[config.mk]
export PLATFORM = sky130hd
export DESIGN_NAME = tsfw_top
export DESIGN_NICKNAME = d
export VERILOG_FILES = /design/src/rtl/tsfw_pkg.sv /design/src/rtl/tsfw_flag.sv /design/src/rtl/tsfw_top.sv
export SDC_FILE = /design/constraint.sdc
export NUM_CORES = 1
export LEC_CHECK = 0
export BUFFER_PORTS_ARGS = -buffer_cell sky130_fd_sc_hd__clkbuf_2
export CORE_MARGIN = 2
export CORE_UTILIZATION = 30
export DETAILED_ROUTE_END_ITERATION = 7
export GPL_TIMING_DRIVEN = 0
export PLACE_DENSITY = 0.65
export SYNTH_ARGS = -nofsm -noshare
export SYNTH_HDL_FRONTEND = slang
export SYNTH_SLANG_ARGS = --single-unit
export TNS_END_PERCENT = 50
[constraint.sdc]
create_clock -name clk -period 2.93 [get_ports clk]
set_input_delay 0.1465 -clock clk [delete_from_list [all_inputs] [get_ports clk]]
set_output_delay 0.1465 -clock clk [all_outputs]
set_load 0.01 [all_outputs]
[src/rtl/tsfw_pkg.sv]
// package: constants and types for the task status flag word
package tsfw_pkg;
  localparam logic [11:0] TSFW_STATUS_OFF = 12'h000;
  localparam logic [11:0] TSFW_CODE_OFF = 12'h004;
  localparam logic [11:0] TSFW_MODE_OFF = 12'h008;
  localparam logic [11:0] TSFW_CMD_OFF = 12'h00c;
  localparam logic [11:0] TSFW_EVENT_OFF = 12'h010;
  localparam int TSFW_BIT_AUTO = 2;
  localparam int TSFW_BIT_MANUAL = 3;
  localparam int TSFW_BIT_RUN = 4;
  localparam int TSFW_BIT_DONE = 5;
  localparam int TSFW_BIT_OPT = 6;
  localparam int TSFW_BIT_RSTWAIT = 7;
  localparam int TSFW_BIT_STROBE = 8;
  localparam int TSFW_BIT_CYCLE = 9;
  localparam int TSFW_BIT_TEACH_OK = 13;
  localparam int TSFW_BIT_TEACH_ERR = 14;
  localparam int TSFW_BIT_ADDR_OVER = 15;
  // event register bits (write one to pulse)
  localparam int TSFW_EV_PROG_START = 0;
  localparam int TSFW_EV_PROG_END = 1;
  localparam int TSFW_EV_CODE_OUT = 2;
  localparam int TSFW_EV_TEACH_OK = 3;
  localparam int TSFW_EV_TEACH_ERR = 4;
  localparam int TSFW_EV_ADDR_OVER = 5;
  localparam int TSFW_EV_ADDR_SET = 6;
  localparam int TSFW_EV_PROG_STOP = 7;
  localparam logic [9:0] TSFW_CODE_MAX = 10'h3e7;
  localparam logic [15:0] TSFW_WORD_RESET = 16'h0000;
  localparam logic [31:0] TSFW_ZERO32 = 32'h0000_0000;
  typedef enum logic [1:0] {TSFW_MODE_OTHER, TSFW_MODE_AUTO, TSFW_MODE_MANUAL} tsfw_mode_type;
  // host command levels into the device
  typedef struct packed {
    logic cycle_start;
    logic teach_cmd;
    logic code_reset;
    logic opt_input;
  } tsfw_host_cmd_type;
  // one-cycle unit events
  typedef struct packed {
    logic prog_start;
    logic prog_end;
    logic prog_stop;
    logic code_out;
    logic teach_ok;
    logic teach_err;
    logic addr_over;
    logic addr_set;
    logic opt_wait;
  } tsfw_event_type;
endpackage

[src/rtl/tsfw_flag.sv]
// sticky flag with set-over-clear priority
`timescale 1ns/1ps
`default_nettype none
module tsfw_flag (
  input wire logic clk,
  input wire logic resetn,
  input wire logic set,
  input wire logic clr,
  output logic q
);
  logic q_reg;
  logic q_next;
  always_comb begin
    // a set in the clearing cycle is kept
    q_next = set ? 1'b1 : (clr ? 1'b0 : q_reg);
  end
  always_ff @(posedge clk or negedge resetn) begin
    if (!resetn) begin
      q_reg <= 1'b0;
    end else begin
      q_reg <= q_next;
    end
  end
  assign q = q_reg;
endmodule
`default_nettype wire

[src/rtl/tsfw_top.sv]
// task status flag word with apb register access
`timescale 1ns/1ps
`default_nettype none
module tsfw_top (
  input wire logic clk,
  input wire logic resetn,
  input wire logic psel,
  input wire logic penable,
  input wire logic pwrite,
  input wire logic [11:0] paddr,
  input wire logic [31:0] pwdata,
  output logic [31:0] prdata,
  output logic pready,
  output logic pslverr,
  input wire tsfw_pkg::tsfw_host_cmd_type host_cmd,
  output logic [15:0] status_word,
  output logic [15:0] code_word
);
  import tsfw_pkg::*;

  tsfw_mode_type mode_reg;
  tsfw_mode_type mode_next;
  logic run_reg;
  logic run_next;
  logic [9:0] code_reg;
  logic [9:0] code_next;
  logic cs_prev_reg;
  logic cs_prev_next;
  logic teach_prev_reg;
  logic teach_prev_next;
  logic [31:0] prdata_reg;
  logic [31:0] prdata_next;
  logic pready_reg;
  logic pready_next;
  logic pslverr_reg;
  logic pslverr_next;
  logic [15:0] word_reg;
  logic [15:0] word_next;
  logic [15:0] code_out_reg;
  logic [15:0] code_out_next;
  logic opt_wait_reg;
  logic opt_wait_next;
  tsfw_event_type ev;
  logic done_q;
  logic strobe_q;
  logic cycle_q;
  logic teach_ok_q;
  logic teach_err_q;
  logic addr_over_q;
  logic acc_en;
  logic wr_en;
  logic rd_en;
  logic cs_rise;
  logic cs_fall;
  logic teach_fall;

  function automatic logic hit(input logic [11:0] a, input logic [11:0] off);
    hit = (a == off);
  endfunction

  // codes above the top value are refused, never truncated
  function automatic logic code_ok(input logic [31:0] d);
    code_ok = (d[9:0] <= TSFW_CODE_MAX) && (d[31:10] == 22'h0);
  endfunction

  always_comb begin
    acc_en = psel && penable && !pready_reg;
    wr_en = psel && penable && pwrite && pready_reg;
    rd_en = acc_en && !pwrite;
    ev = '0;
    if (wr_en && hit(paddr, TSFW_EVENT_OFF)) begin
      ev.prog_start = pwdata[TSFW_EV_PROG_START];
      ev.prog_end = pwdata[TSFW_EV_PROG_END];
      ev.prog_stop = pwdata[TSFW_EV_PROG_STOP];
      ev.code_out = pwdata[TSFW_EV_CODE_OUT];
      ev.teach_ok = pwdata[TSFW_EV_TEACH_OK];
      ev.teach_err = pwdata[TSFW_EV_TEACH_ERR];
      ev.addr_over = pwdata[TSFW_EV_ADDR_OVER];
      ev.addr_set = pwdata[TSFW_EV_ADDR_SET];
    end
    cs_rise = host_cmd.cycle_start && !cs_prev_reg;
    cs_fall = !host_cmd.cycle_start && cs_prev_reg;
    teach_fall = !host_cmd.teach_cmd && teach_prev_reg;
  end

  // bus and unit state
  always_comb begin
    mode_next = mode_reg;
    run_next = run_reg;
    code_next = code_reg;
    opt_wait_next = opt_wait_reg;
    cs_prev_next = host_cmd.cycle_start;
    teach_prev_next = host_cmd.teach_cmd;
    prdata_next = TSFW_ZERO32;
    pready_next = 1'b0;
    pslverr_next = 1'b0;
    // clear first, so a write in the same cycle wins
    if (host_cmd.opt_input) begin
      opt_wait_next = 1'b0;
    end
    // one wait state: answer one cycle after the access starts
    if (acc_en) begin
      pready_next = 1'b1;
    end
    // write errors ride with pready; status is read only
    if (acc_en && pwrite) begin
      if (hit(paddr, TSFW_CODE_OFF)) begin
        pslverr_next = !code_ok(pwdata);
      end else if (!hit(paddr, TSFW_MODE_OFF) && !hit(paddr, TSFW_CMD_OFF)
          && !hit(paddr, TSFW_EVENT_OFF)) begin
        pslverr_next = 1'b1;
      end
    end
    // writes land at the edge that samples pready high
    if (wr_en) begin
      if (hit(paddr, TSFW_MODE_OFF)) begin
        case (pwdata[1:0])
          2'h1: mode_next = TSFW_MODE_AUTO;
          2'h2: mode_next = TSFW_MODE_MANUAL;
          default: mode_next = TSFW_MODE_OTHER;
        endcase
      end else if (hit(paddr, TSFW_CODE_OFF)) begin
        if (code_ok(pwdata)) begin
          code_next = pwdata[9:0];
        end
      end else if (hit(paddr, TSFW_CMD_OFF)) begin
        opt_wait_next = pwdata[0];
      end
    end
    if (rd_en) begin
      if (hit(paddr, TSFW_STATUS_OFF)) begin
        prdata_next = {16'h0000, word_reg};
      end else if (hit(paddr, TSFW_CODE_OFF)) begin
        prdata_next = {16'h0000, code_out_reg};
      end else if (hit(paddr, TSFW_MODE_OFF)) begin
        prdata_next = {30'h0, mode_reg};
      end else if (hit(paddr, TSFW_CMD_OFF)) begin
        prdata_next = {28'h0, host_cmd};
      end else if (hit(paddr, TSFW_EVENT_OFF)) begin
        prdata_next = TSFW_ZERO32;
      end else begin
        pslverr_next = 1'b1;
      end
    end
    // program runs only in automatic mode
    if (ev.prog_start && mode_reg == TSFW_MODE_AUTO) begin
      run_next = 1'b1;
    end
    if (ev.prog_end || ev.prog_stop || mode_reg != TSFW_MODE_AUTO) begin
      run_next = 1'b0;
    end
  end

  always_ff @(posedge clk or negedge resetn) begin
    if (!resetn) begin
      mode_reg <= TSFW_MODE_OTHER;
      run_reg <= 1'b0;
      code_reg <= 10'h000;
      opt_wait_reg <= 1'b0;
      cs_prev_reg <= 1'b0;
      teach_prev_reg <= 1'b0;
      prdata_reg <= TSFW_ZERO32;
      pready_reg <= 1'b0;
      pslverr_reg <= 1'b0;
    end else begin
      mode_reg <= mode_next;
      run_reg <= run_next;
      code_reg <= code_next;
      opt_wait_reg <= opt_wait_next;
      cs_prev_reg <= cs_prev_next;
      teach_prev_reg <= teach_prev_next;
      prdata_reg <= prdata_next;
      pready_reg <= pready_next;
      pslverr_reg <= pslverr_next;
    end
  end

  // completion latched; a new start clears it
  tsfw_flag u_done (
    .clk(clk), .resetn(resetn),
    .set(ev.prog_end && run_reg),
    .clr(ev.prog_start),
    .q(done_q)
  );
  tsfw_flag u_strobe (
    .clk(clk), .resetn(resetn),
    .set(ev.code_out),
    .clr(host_cmd.code_reset),
    .q(strobe_q)
  );
  tsfw_flag u_cycle (
    .clk(clk), .resetn(resetn),
    .set(cs_rise),
    .clr(cs_fall),
    .q(cycle_q)
  );
  tsfw_flag u_teach_ok (
    .clk(clk), .resetn(resetn),
    .set(ev.teach_ok && host_cmd.teach_cmd),
    .clr(teach_fall),
    .q(teach_ok_q)
  );
  tsfw_flag u_teach_err (
    .clk(clk), .resetn(resetn),
    .set(ev.teach_err),
    .clr(ev.teach_ok || ev.addr_set),
    .q(teach_err_q)
  );
  tsfw_flag u_addr_over (
    .clk(clk), .resetn(resetn),
    .set(ev.addr_over),
    .clr(ev.teach_ok || ev.addr_set),
    .q(addr_over_q)
  );

  always_comb begin
    word_next = TSFW_WORD_RESET;
    word_next[TSFW_BIT_AUTO] = (mode_reg == TSFW_MODE_AUTO);
    word_next[TSFW_BIT_MANUAL] = (mode_reg == TSFW_MODE_MANUAL);
    word_next[TSFW_BIT_RUN] = run_reg;
    word_next[TSFW_BIT_DONE] = done_q;
    word_next[TSFW_BIT_OPT] = opt_wait_reg;
    word_next[TSFW_BIT_RSTWAIT] = strobe_q;
    word_next[TSFW_BIT_STROBE] = strobe_q;
    word_next[TSFW_BIT_CYCLE] = cycle_q;
    word_next[TSFW_BIT_TEACH_OK] = teach_ok_q;
    word_next[TSFW_BIT_TEACH_ERR] = teach_err_q;
    word_next[TSFW_BIT_ADDR_OVER] = addr_over_q;
    // code reads zero unless strobe on
    code_out_next = strobe_q ? {6'h00, code_reg} : 16'h0000;
  end

  always_ff @(posedge clk or negedge resetn) begin
    if (!resetn) begin
      word_reg <= TSFW_WORD_RESET;
      code_out_reg <= 16'h0000;
    end else begin
      word_reg <= word_next;
      code_out_reg <= code_out_next;
    end
  end

  assign status_word = word_reg;
  assign code_word = code_out_reg;
  assign prdata = prdata_reg;
  assign pready = pready_reg;
  assign pslverr = pslverr_reg;
endmodule
`default_nettype wire

* Word-level counts from Yosys, hierarchy flattened *
Index checks and enable logic that the tools add are counted.

word-level totals
  output and inout bits = 66
  RAM bits = 0
  bits in read-only memories = 0
  input port bits = 53
  logic and storage cells = 103
  latch bits = 0
  memories = 0
  register bits after elaboration = 77

cells by class
  equality and inequality tests = 9
  bitwise gates (word level) = 1
  shifts and indexed selects = 0
  multiply operators = 0
  order comparisons = 1
  reduce and logical (&&, ||, !) cells = 39
  div/mod/pow operators = 0
  $add $sub $neg = 0
  multiplexer cells = 36

operators with widths
  cell                    count
  $mux W16                2
  $mux W1                 28
  $eq A12 B4 Y1 const B   2
  $logic_not A22 Y1       1
  $mux W10                2
  $logic_and A1 B1 Y1     16
  $reduce_bool A2 Y1      7
  $eq A12 B3 Y1 const B   1
  $eq A12 B5 Y1 const B   1
  $logic_not A12 Y1       1
  $le A10 B10 Y1 const B  1
  $logic_not A1 Y1        9
  $mux W4                 2
  $mux W8                 1
  $eq A2 B1 Y1 const B    2
  $eq A2 B2 Y1 const B    2
  $pmux W2 S2             1
  $reduce_and A4 Y1       1
  $logic_or A1 B1 Y1      3
  $ne A2 B1 Y1 const B    1
  $reduce_and A2 Y1       1
  $not A1 Y1              1

* Logic depth before layout (Yosys ltp) *
Gate-level depths: netlist of run 1.

  word-level depth = 13
  mapped depth = 6

* Cells and area by module *
A second synthesis of run 1 with hierarchy kept.

second synthesis, totals
  cells, all modules = 218
  area total of the unflattened synthesis = 2547.4 um^2

modules (own cells, without submodules)
  module     instances  sequential area each (um^2)  cells an instance  area each (um^2)
  tsfw_top   1          1276.2                       200                2329.7
  tsfw_flag  6          25.0                         3                  36.3

* Least setup slack after synthesis of run 1 *
No wires, ideal clock.

  kind = input -> register
  start = input port paddr[5]
  end = register code_reg[7]
  required time = 2.805 ns
  library setup time = 0.125 ns
  arrival = 1.417 ns
  cell stages on the path = 5
  path slack = 1.388 ns
  path buffers = 0
  cell sequence = nor3_1 > nand3_4 > nor4_4 > nand3_4 > mux2_4

on the way
  word-level cells in the longest chain between the ends = 3

ends and longest elaborated chain
  what                             line             source
  start: declaration               tsfw_top.sv:10   input wire logic [11:0] paddr,
  $eq A12 B4 Y1                    tsfw_top.sv:58   hit = (a == off);
  $not A1 Y1 (no line)             --
  $reduce_and A4 Y1 (no line) (*)  --
  end signal: assignment           tsfw_top.sv:168  code_reg <= code_next;
  end: declaration                 tsfw_top.sv:25   logic [9:0] code_reg;

Every way passes the cells marked *; elsewhere a longest branch is shown, timed or not.
A chain may end at the register's enable or synchronous reset.

* Worst setup path after layout of run 1 *
  start = register pready_reg, in the netlist pready
  end = register prdata_reg[2], in the netlist prdata[2]

on the way
  word-level cells in the longest chain between the ends = 4

ends and longest elaborated chain
  what                      line             source
  start: declaration        tsfw_top.sv:33   logic pready_reg;
  start signal: assignment  tsfw_top.sv:173  pready_reg <= pready_next;
  $logic_not A1 Y1          tsfw_top.sv:67   acc_en = psel && penable && !pready_reg;
  $logic_and A1 B1 Y1       tsfw_top.sv:67
  $logic_and A1 B1 Y1       tsfw_top.sv:69   rd_en = acc_en && !pwrite;
  $mux W16                  tsfw_top.sv:130  if (rd_en) begin
  net prdata_next[2]        tsfw_top.sv:32   logic [31:0] prdata_next;
  end signal: assignment    tsfw_top.sv:172  prdata_reg <= prdata_next;
  end: declaration          tsfw_top.sv:31   logic [31:0] prdata_reg;

The timed path passes the listed nets, and every way through them passes these cells.

==> metrics.md, run 1 <==
| Metric | Value |
|---|---|
| Status | finished, final reports clean |
| Port Buf Inserts | 88 |
| Most common cell after layout, fill and taps aside | clkbuf_2 |
| Post-DR vias/cell | 4.170 |
| CP max FO | 4 |
| Clock latency on the worst-skew pair | 340 ps |
| Pleak | 1.864 nW |
| Ports | 119 |
| Synth area leader | dfrtp_1 |
| Slew Limit Fails | 0 |
| Starting DRT DRC Count | 56 |
| First-pass GRT wire length | 8.832 mm |
| Diodes inserted | 0 |
| RSZ-0062 raised after global routing | no |
| R2r setup slk | 1430 ps |
| Top cell type's share of synthesized area | 0.5689 |
| Starting Density | 0.3067 |
| Detailed placer's ending HPWL | 4.532 mm |
| Slew of the pin with the lowest slew margin | 716.7 ps |
| CP endpoint kind | flop |
| Setup violators final | 0 |
| Register area share after synthesis | 0.5689 |
| Core Region | 8175 um2 |
| Synth warn | 0 |
| Number of cells on the worst reg-to-reg path | 4 |
| Deepest clock path buffer count | 2 |
| Clock slew seen by the registers of the worst setup and hold paths | 70 ps |
| Overall Power | 1.571 mW |
| Crit path depth | 4 |
| Reg2reg start | pready |
| Mapped Area | 2507 um2 |
| Netlist cell types | 37 |
| GR Overflow Total | 0 |
| Worst hold path class | input pin to flop |
| Setup Buffers After CTS | 0 |
| Layout fillers | 801 |
| H-tree depth | 3 |
| Critical path class | flop to flop |
| TNS Setup | 0 ps |
| DR vias | 1893 |
| Syn Area/Cell | 11.77 um2 |
| Synth area leaders | dfrtp_1, buf_4, mux2_2, and2_1, nor2_1 |
| Clk sinks | 57 |
| Final Hold Fails | 0 |
| Die X-Extent | 95.42 um |
| Total die area | 9105 um2 |
| Share of cells above drive strength 1 | 0.4441 |
| Pwr/cell area | 463.5 nW/um2 |
| CTS Root Cell | clkbuf_8 |
| Cts bufs inserted | 9 |
| Worst setup path end | prdata[2] |
| TritonCTS clock tree | yes |
| Top Family by Delay on Critical Path | simple AND/OR/NAND/NOR gates |
| Final instance area | 3390 um2 |
| GR Util All Layers | 0.1314 |
| NumNets Final | 398 |
| Antenna-violating nets left | 0 |
| Clk_skew | 7.791 ps |
| Chip height | 95.42 um |
| FF/Latch Area | 1426 um2 |
| Worst path bufs/invs | 0 |
| Placement Rows | 33 |
| First-pass iteration count of the detailed router | 4 |
| Arr. time, crit path | 1680 ps |
| Post-cts resize count | 0 |
| Crit path launch | pready |
| Placed inst area | 3188 um2 |
| Number of synthesized register bits | 57 |
| Cells after Synth | 213 |
| WHS | 21.46 ps |
| Total Routed Length | 5.823 mm |
| Critical path, cell by cell | nand3b_1 -> nor3_1 -> nand2b_1 -> a2111oi_0 |
| CP required | 3110 ps |
| Worst IR Drop VDD | 0.2089 mV |
| Max FFs per register | 13 |
| Critical Path Source Type | flop |
| F_max | 667.8 MHz |
| DR WL/cell | 12.83 um |
| Highest-count cells in the layout ignoring fill and taps | clkbuf_2, dfrtp_1, buf_4 |
| Area Overhead vs Synth | 35.18% |
| Area of the multi-input gates | 914.6 um2 |
| Final routed DRC violation total | 0 |
| Pin count of the biggest net entering global routing | 58 |
| Max Cap Viol | 0 |
| Final Critical Period | 1498 ps |
| Post-Layout Cell Count | 454 |
| Post-CTS Hold Fix Bufs | 2 |
| Crit share post-route | 0.5111 |
| RR Endpoint | prdata[2] |
| Slowest-stage cell, CP | dfrtp_1 |
| Worst stage delay on the critical path | 390 ps |
| Relative slew slack | 0.5222 |
| Initial antenna violation count | 0 |
| GP Congestion | 0.8023 |
| Cells after DPL | 435 |
| Vias in the first global route | 1755 |
## logic make-up after synthesis
group,after synthesis,synth area share
AOI/OAI and AO/OA,23,0.05789
buffers and inverters,42,0.1098
DFF,57,0.5689
adders and majority gates,1,0.004989
other,1,0.001496
and+or+nand+nor,73,0.1826
muxes,16,0.07435
## power breakdown
part	switching [mW]	internal [mW]	total, mW
Combinational	0.0800	0.0690	0.149
Clock	0.322	0.304	0.626
Sequential	0.00258	0.793	0.796
Total	0.405	1.17	1.57
## worst min path at each step
stage                start          end  slack (ps)  cells after the start
2_1_floorplan       resetn  code_reg[0]        -150                      0
3_3_place_gp   host_cmd[3]  cs_prev_reg         300                      1
3_5_place_dp   host_cmd[3]  cs_prev_reg         310                      1
4_1_cts        host_cmd[1]   u_strobe.q         0.3                      2
5_1_grt        host_cmd[1]   u_strobe.q           8                      2
6_report       host_cmd[1]   u_strobe.q          20                      2
## per-layer routing
metal / wire [um] / global-route usage / vias up
li1: - / - / 937
met1: 2234 / 0.1556 / 892
met2: 3095 / 0.2130 / 57
met3: 433 / 0.05296 / 7
met4: 59 / 0.05357 / 0
met5: 0 / 0 / -
## Yosys cell counts
| cell type | count |
|---|---|
| a2111oi_0 | 2 |
| a21boi_0 | 1 |
| a21oi_1 | 6 |
| a22o_1 | 2 |
| a22oi_1 | 2 |
| a31o_2 | 1 |
| and2_1 | 10 |
| and3_1 | 2 |
| and3_2 | 1 |
| and3b_1 | 1 |
| and4_1 | 1 |
| buf_2 | 1 |
| buf_4 | 31 |
| clkbuf_1 | 3 |
| conb_1 | 1 |
| dfrtp_1 | 57 |
| ha_1 | 1 |
| inv_1 | 7 |
| mux2_2 | 9 |
| mux2_4 | 3 |
| mux2i_1 | 4 |
| nand2_1 | 13 |
| nand2b_1 | 3 |
| nand3_1 | 1 |
| nand3_4 | 2 |
| nand3b_1 | 3 |
| nand4_1 | 2 |
| nor2_1 | 15 |
| nor2b_1 | 1 |
| nor3_1 | 5 |
| nor3_4 | 1 |
| nor3b_1 | 3 |
| nor4_1 | 6 |
| nor4_4 | 2 |
| nor4b_1 | 1 |
| o2111ai_1 | 1 |
| o21ai_0 | 8 |
## final cells by class
cell class | count | area share
clock inverters | 7 | 0.01329
multi-input cells | 143 | 0.2698
plain buffers | 35 | 0.07346
inverters | 7 | 0.007752
flip-flops and latches | 57 | 0.4208
repair buffers | 91 | 0.1395
well taps | 105 | 0.03876
clock buffers | 9 | 0.03654
## per-stage QoR
| step | util | setup WS [ps] |
|---|---|---|
| after CTS | 0.4131 | 1402 |
| after global routing | 0.4146 | 1248 |
| final | 0.4146 | 1432 |
| after floorplan | - | 1388 |
| after global placement | 0.3900 | 1170 |
| after detailed placement | 0.3900 | 1139 |
## worst register-to-register path, cell delays in order (launching register included)
cell and delay [ps]:
dfrtp_1 390, nand3b_1 170, nor3_1 250, nand2b_1 150
a2111oi_0 390
Note: power is estimated with default switching activity, not from simulation.
==> inputs of run 2 (changes only) <==
ABC_AREA = 1   (was not set)
PLACE_DENSITY = 0.66   (was 0.65)
clock period = 1.3 ns   (was 2.93 ns; I/O delays follow)
==> run 2 against run 1 <==
Compared with the run above:
- design area up 13%
- cell count up 26%
- largest cell class unchanged
- combinational power rose to 2.6 times the previous value
- hold slack worse by 17 ps
- worst setup slack worse by 1400 ps
- flip-flop and latch count unchanged
- synthesized cell count up 45%
- sequential share of layout area down 4.8 points
==> metrics.md, run 2 <==
| Metric | Value |
|---|---|
| Status | finished, final reports clean |
| Synth area leader | dfrtp_1 |
| Starting Density | 0.3041 (-0.002583) |
| Crit share post-route | 0.9807 |
| Synth area leaders | dfrtp_1, nand2_1, buf_4, nor2_1, inv_1 |
| Pint | 2.648 mW (+130%) |
| Total Routed Length | 6.667 mm (+14%) |
| Arr. time, crit path | 1500 ps (-180 ps) |
| NumNets Final | 509 (+28%) |
| Cts bufs inserted | 9 (unchanged) |
| First-pass GRT wire length | 10.47 mm (+19%) |
| Port Buf Inserts | 88 (unchanged) |
| Starting DRT DRC Count | 135 (+140%) |
| Placed inst area | 3458 um2 (+8.5%) |
| Register area share after synthesis | 0.5149 (-0.05396) |
| Mapped Area | 2770 um2 (+10%) |
| Detailed placer's ending HPWL | 5.002 mm (+10%) |
| Final routed DRC violation total | 0 (unchanged) |
| Most common cell after layout, fill and taps aside | clkbuf_2 |
| Diodes inserted | 0 (unchanged) |
| Setup violators final | 0 (unchanged) |
| Deepest clock path buffer count | 2 (unchanged) |
| GR Util All Layers | 0.1349 (+0.003503) |
| Netlist cell types | 33 (-11%) |
| Top cell type's share of synthesized area | 0.5149 (-0.05396) |
| Number of synthesized register bits | 57 (unchanged) |
| Dominant synthesized flop cell | dfrtp_1 |
| Seq pwr share | 0.512 (+0.005) |
| Chip height | 100.1 um (+4.9%) |
| Combinational Power Share | 0.110 (+0.015) |
| DR vias | 2369 (+25%) |
| Worst stage delay on the critical path | 530 ps (+140 ps) |
| Clk sinks | 57 (unchanged) |
| Post-synth EDFFs | 0 (unchanged) |
| F_max | 784.4 MHz |
| Most common cell on crit path | nand2_1 |
| Async S/R FF share, synth | 1.000 (unchanged) |
| Sw Pwr | 0.8601 mW (+110%) |
| Most common cell in the netlist | nand2_1 |
| Dpl ws | -95.19 ps (-1234 ps) |
| Commonest cells post-synth | nand2_1, dfrtp_1, buf_4, nor2_1, inv_1 |
| Antenna-violating nets left | 0 (unchanged) |
| Placement Rows | 35 (+6.1%) |
| Relative slew slack | 0.5258 (+0.003610) |
| Die X-Extent | 100.1 um (+4.9%) |
| Layout fillers | 924 (+15%) |
| Share of cells above drive strength 1 | 0.3826 (-0.06152) |
| Clock slew seen by the registers of the worst setup and hold paths | 60 ps (about the same) |
| Slew Limit Fails | 0 (unchanged) |
| Setup slack after layout | 25.08 ps (-1407 ps) |
| TritonCTS clock tree | yes |
| Initial antenna violation count | 0 (unchanged) |
| Slew of the pin with the lowest slew margin | 711.3 ps (-5.414 ps) |
| CP max FO | 5 (+1) |
| Worst IR Drop VDD | 0.4062 mV (+94%) |
| Final Critical Period | 1275 ps |
| Post-DR vias/cell | 4.149 (-0.50%) |
| Syn Area/Cell | 8.994 um2 (-24%) |
| Cells after DPL | 536 (+23%) |
| Worst path bufs/invs | 3 (+3) |
| Area Overhead vs Synth | 38.17% |
| Critical path class | input pin to flop |
| RSZ-0062 raised after global routing | yes |
| Max Cap Viol | 0 (unchanged) |
| Worst hold path class | input pin to flop |
| Clk_skew | 3.948 ps (-3.843 ps) |
| H-tree depth | 3 (unchanged) |
| DR WL/cell | 11.68 um (-9.0%) |
| Final Hold Fails | 0 (unchanged) |
| Critical Path Source Type | input pin |
| Total die area | 10020 um2 (+10%) |
| Pin count of the biggest net entering global routing | 58 (unchanged) |
| Area of the multi-input gates | 1120 um2 (+22%) |
| Vias in the first global route | 2257 (+29%) |
| Clock latency on the worst-skew pair | 330 ps (about the same) |
| Pleak | 2.244 nW (+20%) |
| Top Family by Delay on Critical Path | buffers and inverters |
| GP Congestion | 0.8131 (+1.3%) |
| Highest-count cells in the layout ignoring fill and taps | clkbuf_2, nand2_1, dfrtp_1 |
| R2r setup slk | 30 ps (-1410 ps) |
| Final instance area | 3827 um2 (+13%) |
| Max FFs per register | 13 (unchanged) |
| Synth warn | 0 (unchanged) |
| Relative contribution of the clock network to total power | 0.378 (-0.021) |
| Pwr/cell area | 916.6 nW/um2 (+98%) |
| CP required | 1520 ps (-1590 ps) |
| CP endpoint kind | flop |
| Core Region | 9109 um2 (+11%) |
| Post-Layout Cell Count | 571 (+26%) |
| Switching Fraction | 0.2452 (-0.01267) |
| Critical path, cell by cell | dlygate4sd3_1 -> clkbuf_2 -> nand2_1 -> nor2_1 -> nand2_1 -> nand2_2 -> nor2_8 -> buf_4 -> nand3_4 -> nand2_1 -> nand2_1 |
| FF/Latch Area | 1426 um2 (unchanged) |
| Ports | 119 (unchanged) |
| First-pass iteration count of the detailed router | 4 (unchanged) |
| GR Overflow Total | 0 (unchanged) |
| Cells after Synth | 308 (+45%) |
| CTS Root Cell | clkbuf_8 |
| Slowest-stage cell, CP | dlygate4sd3_1 |
## run 2: changes by cell type in the layout (fill, tap and decap cells not counted), moves of 6 or more
cell           change
nor4_1             -6
nor2_4             +7
nand3_1            +6
nand2_1           +73
mux2_2             -8
dlygate4sd3_1      +9
and2_1            -10
nor2_1            +15
inv_1             +20
## run 2: repair_timing
item                                    CTS  global route
setup buffers                             1             4
resized for setup                         3             8
endpoints found under the setup margin   21            24
hold buffers                             11             1
cloned                                    0             2
hold endpoints to repair                 14            57
pin swaps                                 1             8
## run 2: stage by stage
step | total power [mW] | hold WS (ps) | setup TNS [ps] | utilization
2_1_floorplan | 2.014 | -230.6 | 0 | -
3_3_place_gp | 2.168 | 216.8 | -681.4 | 0.3797
3_5_place_dp | 2.176 | 218.3 | -3317 | 0.3797
4_1_cts | 3.539 | 2.103 | 0 | 0.4100
5_1_grt | 3.673 | 25.60 | -784.4 | 0.4202
6_report | 3.508 | 4.683 | 0 | 0.4202
## run 2: worst paths after layout
check | cells past startpoint | from | endpoint
max | 11 | pwdata[9] | code_reg[3]
min | 2 | pwdata[0] | mode_reg[1]
max reg2reg | 7 | pready | code_reg[3]
min reg2reg | 0 | u_teach_ok.q | status_word[13]
max in group asynchronous | 2 | resetn | code_word[5]
min in group asynchronous | 2 | resetn | pready
## run 2: power groups by stage
stage | registers, mW | clock network (mW) | logic, mW
CTS | 1.80 | 1.37 | 0.376
detailed placement | 1.83 | 0 | 0.347
floorplan | 1.83 | 0 | 0.183
global placement | 1.83 | 0 | 0.340
finish | 1.80 | 1.33 | 0.385
global route | 1.80 | 1.44 | 0.435
## run 2: cells by family after synthesis
logic type               share of synthesized area
buffers and inverters                       0.1359
other                                     0.001354
flip-flops                                  0.5149
adder cells (fa/ha/maj)                   0.004516
multiplexers                              0.004065
AO/OA/AOI/OAI                              0.04652
AND/OR/NAND/NOR                             0.2927
## run 2: routing by layer
| metal | wire [um] | global-route usage |
|---|---|---|
| met1 | 2633 | 0.1654 |
| met2 | 3434 | 0.2230 |
| met3 | 492 | 0.03969 |
| met4 | 108 | 0.05585 |
| met5 | 0 | 0 |
## run 2: area by class of cell
cell class                 count  area share
inverter                      33     0.03629
tap                          111     0.03629
multi-input combinational    216      0.2926
clock buffer                  12     0.03531
timing repair buffer         105      0.1569
clock inverter                 4    0.005230
buffer                        33     0.06473
sequential                    57      0.3727
